File: src/logic/sbt_defs.svh
// Word layouts and field positions of the codec test-access wrapper.
// Assumes inclusion by bare name from design files only.
`ifndef SBT_DEFS_SVH
`define SBT_DEFS_SVH

`define SBT_WORD_W      16
`define SBT_SAMPLE_W    15
`define SBT_LOW_CW_W    6
`define SBT_HIGH_CW_W   2
`define SBT_SYNC_BIT    0
`define SBT_SAMPLE_LSB  1
`define SBT_LOW_CW_LSB  8
`define SBT_HIGH_CW_LSB 14
`define SBT_FIFO_DEPTH  8
`define SBT_MODE_RST    2'h1

`endif

File: src/logic/sbt_pkg.sv
// Types shared by the codec test-access wrapper.
// Assumes sbt_defs.svh is on the include path.
`include "sbt_defs.svh"

package sbt_pkg;

    typedef enum logic [1:0] {
        SBT_CFG_ENC = 2'h1,
        SBT_CFG_DEC = 2'h2
    } sbt_cfg_type;

    // Sample fed into both encoders
    typedef struct packed {
        logic [`SBT_SAMPLE_W-1:0] low_band_sample_in;
        logic [`SBT_SAMPLE_W-1:0] high_band_sample_in;
        logic                     codec_state_reset;
    } sbt_enc_in_type;

    typedef struct packed {
        logic [`SBT_LOW_CW_W-1:0]  received_low_codeword;
        logic [`SBT_HIGH_CW_W-1:0] high_band_codeword;
        logic                      codec_state_reset;
    } sbt_dec_in_type;

    // Codec core answer for one sample
    typedef struct packed {
        logic [`SBT_LOW_CW_W-1:0]  low_band_codeword;
        logic [`SBT_HIGH_CW_W-1:0] high_band_codeword;
        logic [`SBT_SAMPLE_W-1:0]  low_band_decoded;
        logic [`SBT_SAMPLE_W-1:0]  high_band_decoded;
    } sbt_core_out_type;

    // Output words of one sample
    typedef struct packed {
        logic [`SBT_WORD_W-1:0] codeword_test_word;
        logic [`SBT_WORD_W-1:0] low_decoded_test_word;
        logic [`SBT_WORD_W-1:0] high_decoded_test_word;
    } sbt_out_words_type;

endpackage

File: src/logic/sbt_fifo.sv
// Synchronous FIFO for packed output words.
// Assumes one clock and a synchronous active-high reset.
`timescale 1ns/1ns
`default_nettype none

`include "sbt_defs.svh"

module sbt_fifo #(
    parameter int WIDTH = 48,
    parameter int DEPTH = `SBT_FIFO_DEPTH
) (
    // Clock and reset
    input  wire logic             i_clk,
    input  wire logic             i_sys_rst,
    // Fill side
    input  wire logic             i_in_valid,
    input  wire logic [WIDTH-1:0] i_in_data,
    output logic                  o_in_ready,
    // Drain side
    output logic                  o_out_valid,
    output logic      [WIDTH-1:0] o_out_data,
    input  wire logic             i_out_ready
);
    localparam int AW = $clog2(DEPTH);

    // Pointer wrap bit only works for power-of-two depths
    if (DEPTH < 2 || (1 << AW) != DEPTH) begin : g_bad_depth
        $error("sbt_fifo depth must be a power of two, at least 2");
    end

    typedef struct packed {
        logic [AW:0] wr_ptr;
        logic [AW:0] rd_ptr;
    } sbt_fifo_st_type;

    logic [WIDTH-1:0] mem_q [DEPTH];
    sbt_fifo_st_type  st_q;
    sbt_fifo_st_type  st_d;
    logic             full;
    logic             empty;
    logic             push;
    logic             pop;

    assign full        = (st_q.wr_ptr[AW] != st_q.rd_ptr[AW])
                         && (st_q.wr_ptr[AW-1:0] == st_q.rd_ptr[AW-1:0]);
    assign empty       = st_q.wr_ptr == st_q.rd_ptr;
    assign push        = i_in_valid && !full;
    assign pop         = i_out_ready && !empty;
    assign o_in_ready  = !full;
    assign o_out_valid = !empty;
    assign o_out_data  = mem_q[st_q.rd_ptr[AW-1:0]];

    always_comb begin
        st_d = st_q;
        if (push) begin
            st_d.wr_ptr = st_q.wr_ptr + {{AW{1'b0}}, 1'b1};
        end
        if (pop) begin
            st_d.rd_ptr = st_q.rd_ptr + {{AW{1'b0}}, 1'b1};
        end
    end

    always_ff @(posedge i_clk) begin
        if (i_sys_rst) begin
            st_q <= '0;
        end else begin
            st_q <= st_d;
        end
        if (push) begin
            mem_q[st_q.wr_ptr[AW-1:0]] <= i_in_data;
        end
    end

endmodule

`default_nettype wire

File: src/logic/sbt_test_access.sv
// Test-access wrapper: unpacks test words for the ADPCM core, packs its answers.
// Assumes the codec core sits outside, answers one sample per strobe, and
// that the wrapper is clocked well above the sample rate.
`timescale 1ns/1ns
`default_nettype none

`include "sbt_defs.svh"

module sbt_test_access
    import sbt_pkg::*;
#(
    parameter int FIFO_DEPTH = `SBT_FIFO_DEPTH
) (
    // Clock and reset
    input  wire logic                      i_clk,
    input  wire logic                      i_sys_rst,
    // Configuration
    input  wire logic                      i_test_mode,
    input  wire sbt_cfg_type               i_config,
    input  wire logic [1:0]                i_low_mode,
    // Test sequence generator side
    input  wire logic                      i_word_valid,
    input  wire logic [`SBT_WORD_W-1:0]    i_test_word,
    output logic                           o_word_ready,
    // Codec core, request
    output logic                           o_core_strobe,
    output logic                           o_core_test_mode,
    output logic                           o_core_dec_sel,
    output logic [1:0]                     o_core_low_mode,
    output sbt_enc_in_type                 o_core_enc,
    output sbt_dec_in_type                 o_core_dec,
    // Codec core, answer
    input  wire logic                      i_core_done,
    input  wire sbt_core_out_type          i_core_out,
    // Test sequence receiver side
    output logic                           o_out_valid,
    output sbt_out_words_type              o_out_words,
    input  wire logic                      i_out_ready,
    // Status
    output logic                           o_busy
);
    localparam int OW = $bits(sbt_out_words_type);

    if (FIFO_DEPTH < 2) begin : g_bad_depth
        $error("sbt_test_access needs a FIFO of at least two words");
    end

    typedef enum logic [2:0] {
        ST_IDLE = 3'h1,
        ST_WAIT = 3'h2,
        ST_PUSH = 3'h4
    } sbt_state_type;

    typedef struct packed {
        sbt_state_type     state;
        logic              word_ready;
        logic              strobe;
        logic              test_mode;
        logic              dec_sel;
        logic [1:0]        low_mode;
        sbt_enc_in_type    enc;
        sbt_dec_in_type    dec;
        sbt_out_words_type words;
        logic              push;
        logic              busy;
    } sbt_st_type;

    sbt_st_type st_q;
    sbt_st_type st_d;
    logic       fifo_ready;
    logic       fifo_valid;
    logic [OW-1:0] fifo_data;

    // Sample shifted up one place with the reset flag in bit 0; the sample is zeroed on reset
    function automatic logic [`SBT_WORD_W-1:0] pack_decoded(
        input logic [`SBT_SAMPLE_W-1:0] sample,
        input logic                     rst
    );
        logic [`SBT_SAMPLE_W-1:0] s;
        s = rst ? '0 : sample;
        return {s, rst};
    endfunction

    always_comb begin
        st_d        = st_q;
        st_d.strobe = 1'b0;
        st_d.push   = 1'b0;
        unique case (st_q.state)
            ST_IDLE: begin
                // Hold off the generator while the FIFO cannot take an answer
                st_d.word_ready = fifo_ready && !st_q.push;
                if (i_word_valid && st_q.word_ready) begin
                    st_d.word_ready = 1'b0;
                    st_d.test_mode  = i_test_mode;
                    st_d.dec_sel    = i_config == SBT_CFG_DEC;
                    st_d.low_mode   = i_low_mode;
                    st_d.enc.codec_state_reset =
                        i_test_word[`SBT_SYNC_BIT];
                    st_d.enc.low_band_sample_in =
                        i_test_word[`SBT_WORD_W-1:`SBT_SAMPLE_LSB];
                    st_d.enc.high_band_sample_in =
                        i_test_word[`SBT_WORD_W-1:`SBT_SAMPLE_LSB];
                    st_d.dec.codec_state_reset =
                        i_test_word[`SBT_SYNC_BIT];
                    st_d.dec.received_low_codeword = i_test_word[
                        `SBT_LOW_CW_LSB+`SBT_LOW_CW_W-1:`SBT_LOW_CW_LSB];
                    st_d.dec.high_band_codeword = i_test_word[
                        `SBT_HIGH_CW_LSB+`SBT_HIGH_CW_W-1:`SBT_HIGH_CW_LSB];
                    st_d.strobe = 1'b1;
                    st_d.state  = ST_WAIT;
                end
            end
            ST_WAIT: begin
                if (i_core_done) begin
                    if (st_q.dec_sel) begin
                        // Each band from its own decoder, no encoder loop
                        st_d.words.codeword_test_word = '0;
                        st_d.words.low_decoded_test_word = pack_decoded(
                            i_core_out.low_band_decoded,
                            st_q.dec.codec_state_reset);
                        st_d.words.high_decoded_test_word = pack_decoded(
                            i_core_out.high_band_decoded,
                            st_q.dec.codec_state_reset);
                    end else begin
                        st_d.words.low_decoded_test_word  = '0;
                        st_d.words.high_decoded_test_word = '0;
                        if (st_q.enc.codec_state_reset) begin
                            st_d.words.codeword_test_word =
                                {{(`SBT_WORD_W-1){1'b0}}, 1'b1};
                        end else begin
                            st_d.words.codeword_test_word = {
                                i_core_out.high_band_codeword,
                                i_core_out.low_band_codeword,
                                7'h00, 1'b0};
                        end
                    end
                    st_d.push  = 1'b1;
                    st_d.state = ST_PUSH;
                end
            end
            ST_PUSH: begin
                st_d.state = ST_IDLE;
            end
        endcase
        // Registered copy so the status pin comes straight from a flop
        st_d.busy = st_d.state != ST_IDLE;
    end

    always_ff @(posedge i_clk) begin
        if (i_sys_rst) begin
            st_q       <= '0;
            st_q.state <= ST_IDLE;
        end else begin
            st_q <= st_d;
        end
    end

    // FIFO always has room on push: word_ready is only raised while not full
    sbt_fifo #(
        .WIDTH (OW),
        .DEPTH (FIFO_DEPTH)
    ) u_fifo (
        .i_clk       (i_clk),
        .i_sys_rst   (i_sys_rst),
        .i_in_valid  (st_q.push),
        .i_in_data   (st_q.words),
        .o_in_ready  (fifo_ready),
        .o_out_valid (fifo_valid),
        .o_out_data  (fifo_data),
        .i_out_ready (i_out_ready)
    );

    assign o_word_ready     = st_q.word_ready;
    assign o_core_strobe    = st_q.strobe;
    assign o_core_test_mode = st_q.test_mode;
    assign o_core_dec_sel   = st_q.dec_sel;
    assign o_core_low_mode  = st_q.low_mode;
    assign o_core_enc       = st_q.enc;
    assign o_core_dec       = st_q.dec;
    assign o_out_valid      = fifo_valid;
    assign o_out_words      = sbt_out_words_type'(fifo_data);
    assign o_busy           = st_q.busy;

endmodule

`default_nettype wire

File: config.mk
export PLATFORM = sky130hd
export DESIGN_NAME = sbt_test_access
export DESIGN_NICKNAME = d
export VERILOG_FILES = /design/src/logic/sbt_pkg.sv /design/src/logic/sbt_fifo.sv /design/src/logic/sbt_test_access.sv
export VERILOG_INCLUDE_DIRS = /design/src /design/src/logic
export SDC_FILE = /design/constraint.sdc
export NUM_CORES = 1
export LEC_CHECK = 0
export BUFFER_PORTS_ARGS = -buffer_cell sky130_fd_sc_hd__clkbuf_2
export CAP_MARGIN = 40
export CORE_MARGIN = 4
export CORE_UTILIZATION = 50
export CTS_CLUSTER_DIAMETER = 200
export DETAILED_ROUTE_END_ITERATION = 8
export GPL_ROUTABILITY_DRIVEN = 0
export GPL_TIMING_DRIVEN = 0
export PLACE_DENSITY = 0.69
export SYNTH_ARGS = -nofsm -noshare
export SYNTH_HDL_FRONTEND = slang
export SYNTH_HIERARCHICAL = 1
export SYNTH_SLANG_ARGS = --single-unit
File: constraint.sdc
create_clock -name i_clk -period 8.82 [get_ports i_clk]
set_input_delay 0.441 -clock i_clk [delete_from_list [all_inputs] [get_ports i_clk]]
set_output_delay 0.441 -clock i_clk [all_outputs]
set_load 0.05 [all_outputs]
==> results of run 1 <==
state kept, by name, summed over array words and instances, names as in the netlist, 2 cells and up, named ones only:
signal / count
u_fifo/mem_q: 384
st_q: 44
o_core_enc: 15
u_fifo/st_q: 8
o_core_low_mode: 2
cell usage in the layout, fill, tap and decap left out, types with 3 or more instances in the layout:
master	n
nand3_1	38
nand2b_1	43
buf_2	29
nand4_1	4
buf_12	7
clkbuf_16	50
a21oi_1	25
mux2_4	40
clkbuf_1	34
nor2_1	6
clkinv_2	12
mux4_2	93
mux2_2	11
nand2_1	10
o211ai_1	3
mux4_1	3
nor3b_2	4
xnor2_1	4
edfxtp_1	384
mux2i_1	5
conb_1	56
or3_1	3
nor3_1	3
xor2_1	3
o21ai_1	20
nand3b_1	3
buf_4	85
nor2b_1	6
clkbuf_2	159
clkinv_1	6
o21ai_2	38
nor3_2	4
buf_6	22
mux2_1	3
dfxtp_1	78
a41oi_1	3
nand3_2	20
worst register-to-register path, cell delays in order, from the launching register on:
cell     delay (ps)
dfxtp_1         340
buf_2           200
xor2_1          350
nor4_4          150
nor3_2          690
buf_6           250
buf_4           220
buf_6           180
buf_4           170
routing by layer:
| metal | routed length (µm) | vias to the layer above | track usage |
|---|---|---|---|
| met2 | 19100 | 361 | 0.318 |
| met4 | 789 | 0 | 0.0501 |
| met1 | 16900 | 5004 | 0.280 |
| li1 | - | 4455 | - |
| met5 | 0 | - | 0 |
| met3 | 2800 | 55 | 0.0388 |
worst max-delay path by stage:
stage	startpoint	endpoint	slack, ps
3_3_place_gp	u_fifo/st_q[4]	u_fifo/mem_q[5][21]	-3180
6_report	register	o_out_words[32]	5540
4_1_cts	register	o_out_words[32]	5550
5_1_grt	register	o_out_words[32]	5470
3_5_place_dp	u_fifo/st_q[4]	u_fifo/mem_q[2][19]	5960
2_1_floorplan	u_fifo/st_q[4]	u_fifo/mem_q[3][0]	2330
logic make-up (layout without fill, tap and decap cells):
group / Yosys count / after routing / synth area share
AO/OA/AOI/OAI: 92 / 92 / 0.0343
multiplexers: 155 / 155 / 0.160
AND/OR/NAND/NOR: 157 / 157 / 0.0556
flip-flops: 462 / 462 / 0.705
XOR/XNOR: 8 / 8 / 0.00418
other: 1 / 56 / 0.000202
adder cells (fa/ha/maj): 2 / 2 / 0.00135
buffers and inverters: 105 / 409 / 0.0393
cell type report:
cell class                 instances  area [µm²]  area share
buffer                           103         722      0.0325
sequential                       462       13100       0.590
timing repair buffer             218        1330      0.0599
tap                              468         586      0.0264
multi-input combinational        470        5010       0.226
inverter                           2        7.51    0.000338
clock buffer                      66        1310      0.0591
clock inverter                    20         124     0.00558
stage by stage:
stage               setup TNS (ps)  hold WS [ps]
finish                           0           113
global route                     0           108
floorplan                        0           444
detailed placement               0           456
CTS                              0          87.9
global placement           -381340           451
power by group:
part           switching, mW  total, mW  internal, mW
combinational          0.442      0.715         0.273
sequential            0.0173       2.37          2.35
clock                  0.778       1.84          1.07
==> results by group, run 1 <==
Setup path
  • Worst R2R End: u_fifo/mem_q[2][19]
  • Required @ worst endpoint: 8380 ps
  • Worst Path Arrival: 2840 ps
  • Critical path launch point type: register
  • Top delay family on crit path: buffers and inverters
  • Worst r2r path cells: 8
  • CP endpoint kind: output port
  • Critical Path Stages: 5
  • Crit path largest cell delay: 710 ps
  • Worst path most repeated cell: clkbuf_1
  • Crit path kind: reg2out
  • Setup slack, reg-to-reg: 5970 ps
  • Buf+Inv Stages, Crit Path: 3
  • Worst flop-to-flop path startpoint: u_fifo/st_q[4]
  • Critical-path cell list: clkbuf_1 > clkbuf_1 > mux4_2 > mux2_4 > clkbuf_2
  • Crit path max-delay cell type: clkbuf_1
  • Critical Path Fanout Max: 10

Routing
  • DRC Markers: 0
  • WL final: 39600 µm
  • DRT Pass-1 Iters: 5
  • Vias/cell: 5.46
  • Antenna Nets Post-Route: 0
  • DRT iter0 DRCs: 766
  • Routed wire length per instance: 21.9 µm
  • Vias: 9875

Worst hold path
  • Hold Path Origin: i_core_out[16]
  • WHS Path Cells: 3
  • Hold Path End: st_q[20]
  • HP Class: in2reg

Job
  • Max-cap violations: 0

Clock tree
  • Post-CTS sizing: 0
  • Clock sink count: 462
  • Clk_lat worst skew: 550 ps
  • CTS Buf Count: 46
  • Total setup buffers inserted after CTS: 0
  • CTS max path bufs: 3
  • Clk slew on worst S/H paths: 60 ps
  • Post-CTS Hold Buffers: 0
  • TritonCTS clock tree: yes
  • Root Buffer: clkbuf_16
  • Htree depth: 2

GRT
  • GRT Total Usage: 0.197
  • Antenna violations before repair: 0
  • First-pass GRT wire length: 61300 µm
  • Vias in the first global route: 10400
  • Overflow after GRT: 0
  • Largest net degree at the start of global routing: 21

Layout
  • Synth-to-layout area growth: 19.4%
  • Fin util: 0.606
  • Design Area, Final: 22200 µm²
  • Final Non-Filler Cells: 1809
  • ANT cells: 0
  • Final #Nets: 1369
  • Layout cells sized above 1: 0.435
  • # fillers: 2726

Timing
  • Final Hold Viols: 0
  • # setup viols final: 0
  • Worst setup margin: 5540 ps
  • Slew @ Worst Pin: 927 ps
  • Final Skew: 14.5 ps
  • Max-slew headroom: 0.379
  • Fmax: 0.305 GHz
  • RSZ-0062 raised after global routing: false
  • Slew Viols, Final: 0
  • Fin crit share: 0.372
  • Tmin final: 3280 ps

Yosys
  • Area contributors post-synth: edfxtp_1, mux4_2, dfxtp_1
  • Post-synth top flop: edfxtp_1
  • Number of synthesized flops with an enable pin: 384
  • Synth Cell Area: 18600 µm²
  • Leading area contributor after synthesis: edfxtp_1
  • Seq/Total Area, Yosys: 0.705
  • Distinct cells, synth: 49
  • Synth Area per Inst: 18.9 µm²
  • Yosys Warn Count: 6
  • Post-synth top area share: 0.621
  • Register bit count reported by yosys: 462
  • Number of cells produced by synthesis: 982
  • Commonest cells in the synthesized netlist: edfxtp_1, mux4_2, dfxtp_1
  • Asr flop ratio synth: 0
  • Most frequent cell after synthesis: edfxtp_1

Pwr
  • Worst VDD drop: 112 µV
  • Static leakage: 7.36 nW
  • PwrDens: 222 nW/µm²
  • Total Power: 4.93 mW

Floorplan
  • Core area: 36600 µm²
  • Die W: 201 µm
  • Ports: 160
  • Die area: 40300 µm²
  • Cell row count: 70
  • Die height: 201 µm
  • Starting density of the core: 0.507

Placed design
  • Cell Area, Placed: 20700 µm²
  • Pre-CTS WS: 5960 ps
  • I/O Buffers: 159
  • Placed cells: 1723
  • Hpwl dp: 27500 µm

Run status
  • Status: finished, final reports clean
No activity file was read; power rests on OpenSTA's default activity.
==> run 2, diff against run 1 <==
==> constraint.sdc (replaced) <==
create_clock -name i_clk -period 3.1 [get_ports i_clk]
set_input_delay 0.155 -clock i_clk [delete_from_list [all_inputs] [get_ports i_clk]]
set_output_delay 0.155 -clock i_clk [all_outputs]
set_load 0.05 [all_outputs]
==> run 2 against run 1 <==
Against the previous run:
- via count increased by 0.15%
- worst hold slack got worse by 70 ps
- global-route usage up 0.43 points
- clock skew rose by 2.2 ps
- clock power grew to 3.1 times the previous value
- final cell count is 2.2% higher
- register-to-register slack worse by 5600 ps
- design area is 3.8% higher
- first-iteration DRC count decreased by 4.4%
- critical path depth did not move
- largest cell class unchanged
==> results by group, run 2 (synthesized netlist as in run 1, its figures left out) <==
Run status
  • Status: finished, final reports clean (unchanged)

Timing
  • Final Skew: 16.7 ps (was 14.5 ps)
  • RSZ-0062 raised after global routing: false (unchanged)
  • Final Hold Viols: 0 (unchanged)
  • Worst setup margin: 129 ps (was 5540 ps)
  • # setup viols final: 0 (unchanged)
  • Max-slew headroom: 0.386 (was 0.379)
  • Fmax: 0.337 GHz
  • Slew Viols, Final: 0 (unchanged)
  • Fin crit share: 0.958
  • Tmin final: 2970 ps
  • Hold slack final: 43.3 ps (was 113 ps)
  • Slew @ Worst Pin: 916 ps (was 927 ps)

Setup path
  • Worst flop-to-flop path startpoint: u_fifo/st_q[3] (was u_fifo/st_q[4])
  • Crit path kind: reg2out (unchanged)
  • CP endpoint kind: output port (unchanged)
  • Critical path launch point type: register (unchanged)
  • Critical Path Fanout Max: 10 (unchanged)
  • Worst Path Arrival: 2820 ps (was 2840 ps)
  • Required @ worst endpoint: 2940 ps (was 8380 ps)

GRT
  • First-pass GRT wire length: 62600 µm (was 61300 µm)
  • Antenna violations before repair: 0 (unchanged)
  • GRT Total Usage: 0.201 (was 0.197)
  • Largest net degree at the start of global routing: 22 (was 21)
  • Vias in the first global route: 10400 (about the same)
  • Overflow after GRT: 0 (unchanged)

Floorplan
  • Cell row count: 70 (unchanged)
  • Starting density of the core: 0.507 (unchanged)
  • Die W: 201 µm (unchanged)
  • Ports: 160 (unchanged)
  • Die area: 40300 µm² (unchanged)
  • Core area: 36600 µm² (unchanged)
  • Die height: 201 µm (unchanged)

Layout
  • Max FFs per register: 384 (unchanged)
  • Area of the multi-input gates: 5060 µm² (was 5010 µm²)
  • Fin util: 0.629 (was 0.606)
  • # fillers: 2609 (was 2726)
  • Most frequent cells in the layout: edfxtp_1, clkbuf_2, mux4_2 (unchanged)
  • Synth-to-layout area growth: 23.9% (was 19.4%)
  • Final Non-Filler Cells: 1848 (was 1809)
  • ANT cells: 0 (unchanged)
  • Final #Nets: 1407 (was 1369)
  • Layout cells sized above 1: 0.412 (was 0.435)
  • Commonest non-fill, non-tap cell in the layout: edfxtp_1 (unchanged)
  • Seq. cell area: 13100 µm² (unchanged)

Pwr
  • PwrDens: 634 nW/µm² (was 222 nW/µm²)
  • Static leakage: 7.44 nW (was 7.36 nW)
  • Total Power: 14.6 mW (was 4.93 mW)
  • Worst VDD drop: 390 µV (was 112 µV)

Worst hold path
  • HP Class: in2reg (unchanged)
  • Hold Path Origin: i_out_ready (was i_core_out[16])

Placed design
  • I/O Buffers: 159 (unchanged)
  • Placed cells: 1700 (was 1723)
  • Pre-CTS WS: 386 ps (was 5960 ps)
  • Hpwl dp: 26900 µm (was 27500 µm)

Routing
  • DRC Markers: 0 (unchanged)
  • Antenna Nets Post-Route: 0 (unchanged)
  • Routed wire length per instance: 21.6 µm (was 21.9 µm)
  • Met1 Wirelength: 16800 µm (was 16900 µm)
  • DRT Pass-1 Iters: 5 (unchanged)
  • Vias/cell: 5.35 (was 5.46)
  • Vias: 9890 (was 9875)
  • Met2 wire length: 19400 µm (was 19100 µm)
  • Met3 WL: 2920 µm (was 2800 µm)
  • Uppermost layer routed: met4 (unchanged)
  • WL final: 39900 µm (was 39600 µm)
  • DRT iter0 DRCs: 732 (was 766)

Clock tree
  • Post-CTS Hold Buffers: 60 (was 0)
  • Clk_lat worst skew: 560 ps (was 550 ps)
  • TritonCTS clock tree: yes (unchanged)
  • Htree depth: 2 (unchanged)
  • CTS Buf Count: 47 (was 46)
  • CTS max path bufs: 3 (unchanged)
  • Root Buffer: clkbuf_16 (unchanged)
  • Clk slew on worst S/H paths: 60 ps (about the same)
  • Total setup buffers inserted after CTS: 0 (unchanged)
  • Clock sink count: 462 (unchanged)
  • Post-CTS sizing: 0 (unchanged)

Job
  • Max-cap violations: 0 (unchanged)
[run 2: cell count changes in the layout (fill, tap and decap cells not counted), sizes merged]
cell | previous run | this run
buf | 144 | 121
bufinv | 1 | 7
clkbuf | 243 | 241
clkinv | 18 | 14
clkinvlp | 0 | 2
dlygate4sd3 | 0 | 60
[run 2: cell type report]
class,instances,area share
sequential,462,0.569
clock inverter,24,0.0137
multi-input combinational,470,0.220
buffer,103,0.0314
inverter,2,0.000326
tap,468,0.0254
clock buffer,64,0.0557
timing repair buffer,255,0.0848
[run 2: final timing paths]
kind | to | slack (ps) | cells past startpoint
setup / recovery | o_out_words[32] | 130 | 5
hold / removal | u_fifo/st_q[3] | 40 | 4
hold reg to reg | o_core_test_mode | 470 | 2
setup reg to reg | u_fifo/mem_q[3][23] | 420 | 7
[run 2: report_power, final]
group / internal, mW / leakage, nW / switching, mW
Combinational: 0.830 / 3.12 / 1.28
Sequential: 6.69 / 3.55 / 0.0494
Clock: 3.49 / 0.777 / 2.26
Total: 11.0 / 7.44 / 3.59
[run 2: critical path, stage by stage (launching register included)]
cell	delay, ps
dfxtp_1	310
clkbuf_1	280
clkbuf_1	690
mux4_2	440
mux2_4	300
clkbuf_2	240
[run 2: layer usage]
layer,GRT usage,vias to the layer above
met5,0,-
met2,0.327,365
met4,0.0497,0
met3,0.0389,53
met1,0.286,4935
li1,-,4537
[run 2: per-stage QoR]
step,cell area (µm²),TNS (ps)
floorplan,18800,-195500
global placement,20200,-1084530
detailed placement,20800,0
CTS,23000,0
global route,23000,0
finish,23000,0
